<file path="src/include/xps_pkg.sv">
// Constants for the crosspoint switch programming logic
package xps_pkg;
    localparam int XPS_OUTPUTS = 8;
    localparam int XPS_SLOT_W = 5;
    localparam int XPS_SEL_W = 4;
    localparam int XPS_ADDR_W = 3;
    localparam int XPS_CHAIN_W = 40;
    localparam int XPS_EN_POS = 4;
    localparam int XPS_SEL_POS = 0;
    localparam logic [39:0] XPS_FIRST_RST = 40'h00_0000_0000;
    localparam logic [39:0] XPS_SECOND_RST = 40'h00_0000_0000;
    localparam logic XPS_MODE_SERIAL = 1'h0;
    localparam logic XPS_MODE_PARALLEL = 1'h1;
endpackage

</file>
<file path="src/rtl/xps_core.sv">
// Two-rank programming logic of a 16 x 8 crosspoint switch
`timescale 1ns/1ps
module xps_core
    import xps_pkg::*;
(
    input wire logic clk,
    input wire logic rstn,
    input wire logic chip_select_n,
    input wire logic serial_parallel_select,
    input wire logic shift_clock,
    input wire logic serial_in,
    input wire logic [XPS_SLOT_W-1:0] parallel_data,
    input wire logic [XPS_ADDR_W-1:0] output_slot_address,
    input wire logic update_n,
    output logic serial_out,
    output logic [XPS_OUTPUTS-1:0] output_enable,
    output logic [XPS_OUTPUTS*XPS_SEL_W-1:0] input_select
);
    // Pins are asynchronous to clk; the first stage is read only by the second
    typedef struct packed {
        logic [4:0] s1;
        logic [4:0] s2;
        logic [4:0] d1;
        logic [4:0] d2;
        logic [2:0] a1;
        logic [2:0] a2;
        logic shift_clk_q;
        logic [XPS_CHAIN_W-1:0] first;
        logic [XPS_CHAIN_W-1:0] second;
        logic so;
        logic [XPS_OUTPUTS-1:0] en;
        logic [XPS_OUTPUTS*XPS_SEL_W-1:0] sel;
        logic [5:0] fill;
    } xps_state_t;

    xps_state_t state_reg;
    xps_state_t state_next;

    logic cs_n;
    logic mode;
    logic sclk;
    logic sdin;
    logic upd_n;
    logic fall;
    logic shift_now;
    logic [XPS_CHAIN_W-1:0] first_new;

    assign cs_n = state_reg.s2[0];
    assign mode = state_reg.s2[1];
    assign sclk = state_reg.s2[2];
    assign sdin = state_reg.s2[3];
    assign upd_n = state_reg.s2[4];
    assign fall = state_reg.shift_clk_q & ~sclk;
    assign shift_now = !cs_n && mode == XPS_MODE_SERIAL && fall;

    function automatic logic [XPS_CHAIN_W-1:0] put_slot(
        input logic [XPS_CHAIN_W-1:0] v,
        input logic [2:0] a,
        input logic [4:0] d
    );
        logic [XPS_CHAIN_W-1:0] r;
        r = v;
        r[a*XPS_SLOT_W +: XPS_SLOT_W] = d;
        return r;
    endfunction

    always_comb
    begin
        state_next = state_reg;
        state_next.s1 = {update_n, serial_in, shift_clock, serial_parallel_select, chip_select_n};
        state_next.s2 = state_reg.s1;
        state_next.d1 = parallel_data;
        state_next.d2 = state_reg.d1;
        state_next.a1 = output_slot_address;
        state_next.a2 = state_reg.a1;
        state_next.shift_clk_q = sclk;
        first_new = state_reg.first;
        if (!cs_n)
        begin
            if (mode == XPS_MODE_SERIAL && fall)
            begin
                first_new = {state_reg.first[XPS_CHAIN_W-2:0], sdin};
            end
            else if (mode == XPS_MODE_PARALLEL && !sclk)
            begin
                first_new = put_slot(state_reg.first, state_reg.a2, state_reg.d2);
            end
        end
        state_next.first = first_new;
        // Shift count only tells the checks when the unreset chain is known
        if (shift_now && state_reg.fill != 6'(XPS_CHAIN_W))
        begin
            state_next.fill = state_reg.fill + 6'h1;
        end
        state_next.so = first_new[XPS_CHAIN_W-1];
        if (!cs_n && !upd_n)
        begin
            state_next.second = state_reg.first;
        end
        for (int i = 0; i < XPS_OUTPUTS; i++)
        begin
            state_next.en[i] = state_next.second[i*XPS_SLOT_W + XPS_EN_POS];
            state_next.sel[i*XPS_SEL_W +: XPS_SEL_W] = state_next.en[i]
                ? state_next.second[i*XPS_SLOT_W + XPS_SEL_POS +: XPS_SEL_W] : 4'h0;
        end
    end

    always_ff @(posedge clk)
    begin
        if (!rstn)
        begin
            state_reg.second <= XPS_SECOND_RST;
            state_reg.en <= '0;
            state_reg.sel <= '0;
            state_reg.s1 <= state_next.s1;
            state_reg.s2 <= state_next.s2;
            state_reg.d1 <= state_next.d1;
            state_reg.d2 <= state_next.d2;
            state_reg.a1 <= state_next.a1;
            state_reg.a2 <= state_next.a2;
            state_reg.shift_clk_q <= state_next.shift_clk_q;
            state_reg.first <= state_next.first;
            state_reg.so <= state_next.so;
            state_reg.fill <= '0;
        end
        else
        begin
            state_reg <= state_next;
        end
    end

    assign serial_out = state_reg.so;
    assign output_enable = state_reg.en;
    assign input_select = state_reg.sel;

    // Assertions
    a_reset_clears: assert property (@(posedge clk)
        !rstn
        |=> output_enable == '0 && input_select == '0)
        else $error("Outputs not disabled after reset");
    a_freeze_first: assert property (@(posedge clk) disable iff (!rstn)
        cs_n && $past(cs_n)
        |=> $stable(state_reg.first))
        else $error("First rank changed while deselected");
    a_freeze_second: assert property (@(posedge clk) disable iff (!rstn)
        cs_n
        |=> $stable(state_reg.second))
        else $error("Second rank changed while deselected");
    a_shift_in: assert property (@(posedge clk) disable iff (!rstn)
        shift_now
        |=> state_reg.first[0] == $past(sdin))
        else $error("Serial bit not shifted in");
    // The first rank has no reset, so its far end is known only once filled
    a_far_end_out: assert property (@(posedge clk) disable iff (!rstn)
        shift_now && state_reg.fill >= 6'(XPS_CHAIN_W - 1)
        |=> serial_out == $past(state_reg.first[XPS_CHAIN_W-2]))
        else $error("Serial output not far end");
    a_slot_write: assert property (@(posedge clk) disable iff (!rstn)
        !cs_n && mode == XPS_MODE_PARALLEL && !sclk
        |=> state_reg.first[$past(state_reg.a2)*XPS_SLOT_W +: XPS_SLOT_W] == $past(state_reg.d2))
        else $error("Parallel slot not written");
    a_no_write_high: assert property (@(posedge clk) disable iff (!rstn)
        mode == XPS_MODE_PARALLEL && sclk
        |=> $stable(state_reg.first))
        else $error("First rank changed with clock high");
    a_latch_follow: assert property (@(posedge clk) disable iff (!rstn)
        !cs_n && !upd_n
        |=> state_reg.second == $past(state_reg.first))
        else $error("Second rank not transparent");
    a_second_hold: assert property (@(posedge clk) disable iff (!rstn)
        upd_n
        |=> $stable(state_reg.second))
        else $error("Second rank moved with strobe high");
    a_msb_parallel: assert property (@(posedge clk) disable iff (!rstn)
        !cs_n && mode == XPS_MODE_PARALLEL && !sclk && state_reg.a2 == 3'h7
        |=> serial_out == $past(state_reg.d2[XPS_EN_POS]))
        else $error("Serial output lost MSB in parallel mode");
    a_enable_map: assert property (@(posedge clk) disable iff (!rstn)
        output_enable[0] == state_reg.second[XPS_EN_POS])
        else $error("Enable does not follow slot bit");
    a_enable_top: assert property (@(posedge clk) disable iff (!rstn)
        output_enable[7] == state_reg.second[39])
        else $error("Top enable does not follow slot bit");
    a_sel_masked: assert property (@(posedge clk) disable iff (!rstn)
        !output_enable[1]
        |-> input_select[7:4] == 4'h0)
        else $error("Disabled output shows a select");
    a_sel_map: assert property (@(posedge clk) disable iff (!rstn)
        output_enable[7]
        |-> input_select[31:28] == state_reg.second[38:35])
        else $error("Select does not follow latch");
    a_sel_low: assert property (@(posedge clk) disable iff (!rstn)
        output_enable[0]
        |-> input_select[3:0] == state_reg.second[3:0])
        else $error("Low select does not follow latch");

    c_serial_shift: cover property (@(posedge clk) shift_now);
    c_parallel: cover property (@(posedge clk) !cs_n && mode == XPS_MODE_PARALLEL && !sclk);
    c_update: cover property (@(posedge clk) !cs_n && !upd_n && output_enable != '0);
    c_chain_full: cover property (@(posedge clk) state_reg.fill == 6'(XPS_CHAIN_W));
endmodule

</file>
<file path="config.mk">
export PLATFORM = sky130hd
export DESIGN_NAME = xps_core
export DESIGN_NICKNAME = d
export VERILOG_FILES = /design/src/include/xps_pkg.sv /design/src/rtl/xps_core.sv
export SDC_FILE = /design/constraint.sdc
export NUM_CORES = 1
export LEC_CHECK = 0
export ABC_AREA = 1
export BUFFER_PORTS_ARGS = -buffer_cell sky130_fd_sc_hd__buf_2
export CAP_MARGIN = 20
export CORE_UTILIZATION = 40
export DETAILED_ROUTE_END_ITERATION = 6
export PLACE_DENSITY_LB_ADDON = 0.12
export SLEW_MARGIN = 20
export SYNTH_ARGS = -nofsm -noshare
export SYNTH_HDL_FRONTEND = slang
export SYNTH_SLANG_ARGS = --single-unit
</file>
<file path="constraint.sdc">
create_clock -name clk -period 2.8 [get_ports clk]
set_clock_uncertainty 0.05 [all_clocks]
set_input_delay 0.42 -clock clk [delete_from_list [all_inputs] [get_ports clk]]
set_output_delay 0.42 -clock clk [all_outputs]
set_load 0.02 [all_outputs]
</file>
==> metrics.txt <==
Post-CTS Hold Fix Bufs=0; static leakage=2.93 nW; drt pass-1 iters=4; Final setup viols=0; Min Hold Slack=0.0592 ns; DP Cell Count=783; Detailed Route WL=9.83 mm; post-layout min period=2.25 ns; FP Rows=41; Final Max Slew Viols=0; Yosys reg bits=139; H-tree levels=4; total clock sinks=139; Total GRT Usage=0.156; Post-Syn Area per Cell=8.68 µm²; HPWL Detailed=6.98 mm; maximum number of pins on one net before global-route repair=81; syn nets=631; Die H=117 µm; sequential share of power=0.463; number of cells on the worst hold path=1; clk buf depth=2; Final Instance Area=6060 µm²; TritonCTS clock tree=yes; vias=3,637; Largest register FFs=90; placed cell areas=5450 µm²; Post-Syn Area=5320 µm²; max cap viols=0; 1st-iter DRT viols=314; fraction of layout cells with a size suffix above 1=0.156; Pwr Density=777 nW/µm²; clock power share=0.476; core area=12,800 µm²; FF-to-FF path depth=7; Post-CTS Setup Inserts=0; Logic pwr share=0.061; first-pass GRT wire length=16.7 mm; Critical Path End Type=flip-flop; final period utilization=0.805; clock latency on the worst-skew pair=0.41 ns; worst min path class=in2reg; RSZ-0062 raised after global routing=no; vias in the first global route=3,490; PortBufs=55; element type at the critical path start=flip-flop; final core occ=0.474; Pint=3.68 mW; Netlist cell types=19; Post-route DRC=0; initial antenna violation count=0; Area Growth Syn to Fin=13.9%; Warnings, synthesis=0; Mapped Cells=613; run status=finished clean; vias per inst=4.47; Die ar.=13,800 µm²; antenna fix cells=0; Sw Share=0.218; die width=117 µm; Crit Path Class=reg2reg; CP max FO=17; relative slew slack=0.479; Num CTS Buffers=17; Post-CTS Resized=0; Worst Path Required=2.80 ns; Layout Cells excl Fill=814; arrival time worst endpoint=2.26 ns; clock root buffer=clkbuf_16; setup_tns=0 ns; NumNets Final=648; IO Count=56; Sw Pwr=1.03 mW; Clock transition at path regs=0.06 ns; grt total ovfl=0; worst vdd ir=0.000333 V; starting density of the core=0.417; routability cong.=0.918; Peak Freq=444 MHz; Seq/Total Area, Yosys=0.598; Slew @ Worst Pin=0.776 ns; Final Hold Fails=0; wire per inst=12.1 µm; Antenna Violating Nets Remaining=0
-- layout by cell type, fill, tap and decap left out --
cell,Yosys,layout
inv_2,1,1
buf_2,20,55
o21ai_0,34,34
ha_1,3,3
inv_1,68,68
nor2_1,96,96
nand2_2,2,2
dfxtp_1,99,99
o21ai_1,2,2
clkbuf_8,0,3
edfxtp_1,40,40
clkinvlp_4,0,1
nand3_1,11,11
a21oi_1,8,8
clkbuf_16,0,20
nor2_4,2,2
bufinv_16,0,1
nand4_1,23,23
inv_6,0,1
clkinv_2,0,3
inv_4,0,2
nand2_1,158,158
buf_4,41,9
-- area by class of cell --
class | count | area [µm²]
Sequential cell | 139 | 3180
Fill cell | 1252 | 6710
Clock inverter | 8 | 73.8
Multi-Input combinational cell | 339 | 1450
Clock buffer | 23 | 542
Tap cell | 172 | 215
Timing Repair Buffer | 64 | 343
Inverter | 69 | 259
-- cell families after synthesis --
family | after synthesis | synth area share
AOI/OAI and AO/OA | 44 | 0.0414
adders and majority gates | 3 | 0.00705
buffers and inverters | 135 | 0.130
DFF | 139 | 0.598
and+or+nand+nor | 292 | 0.223
-- worst paths after layout --
| kind | slack [ns] | to | startpoint |
|---|---|---|---|
| max | 0.55 | state_reg[112]$_DFFE_PP_ | state_reg[128]$_DFF_P_ |
| min | 0.06 | state_next[147]$_DFF_P_ | serial_in |
| min reg2reg | 0.27 | state_reg[137]$_DFF_P_ | state_next[137]$_DFF_P_ |
| max reg2reg | 0.55 | state_reg[112]$_DFFE_PP_ | state_reg[128]$_DFF_P_ |
-- power by group through the flow --
stage	Sequential, mW	Combinational [mW]	Clock, mW
final	2.18	0.285	2.24
after global routing	2.19	0.326	2.38
after CTS	2.18	0.287	2.29
after detailed placement	2.22	0.286	0
after global placement	2.22	0.282	0
after floorplan	2.21	0.242	0
-- through the flow --
step                      power [mW]  setup WS (ns)
after floorplan                 2.46          0.820
after global placement          2.50          0.630
after detailed placement        2.51          0.580
after CTS                       4.76          0.557
after global routing            4.90          0.261
final                           4.71          0.545
-- synth_stat cells --
library cell	number	area, µm²
nand2_2	2	12.5
nor2_1	96	360
buf_4	41	308
buf_6	1	11.3
edfxtp_1	40	1200
inv_2	1	3.75
ha_1	3	37.5
buf_2	20	100
nand3_1	11	55.1
nand4_1	23	144
buf_1	2	7.51
a21oi_1	8	40.0
nand2_1	158	593
clkbuf_1	2	7.51
inv_1	68	255
dfxtp_1	99	1980
o21ai_1	2	10.0
nor2_4	2	22.5
o21ai_0	34	170
-- routing by layer --
| layer | GRT usage | vias to the layer above | wire (µm) |
|---|---|---|---|
| met3 | 0.0443 | 10 | 373 |
| met5 | 0 | - | 0 |
| met4 | 0.0893 | 0 | 117 |
| met1 | 0.201 | 1636 | 4970 |
| li1 | - | 1911 | - |
| met2 | 0.232 | 80 | 4370 |
-- critical path, stage by stage, from the launching register on --
cell	delay, ns
dfxtp_1	0.49
inv_2	0.08
ha_1	0.24
inv_1	0.09
nand2_1	0.05
nand2_1	0.34
nand2_1	0.12
a21oi_1	0.43
Note: power is estimated with default switching activity, not from simulation.
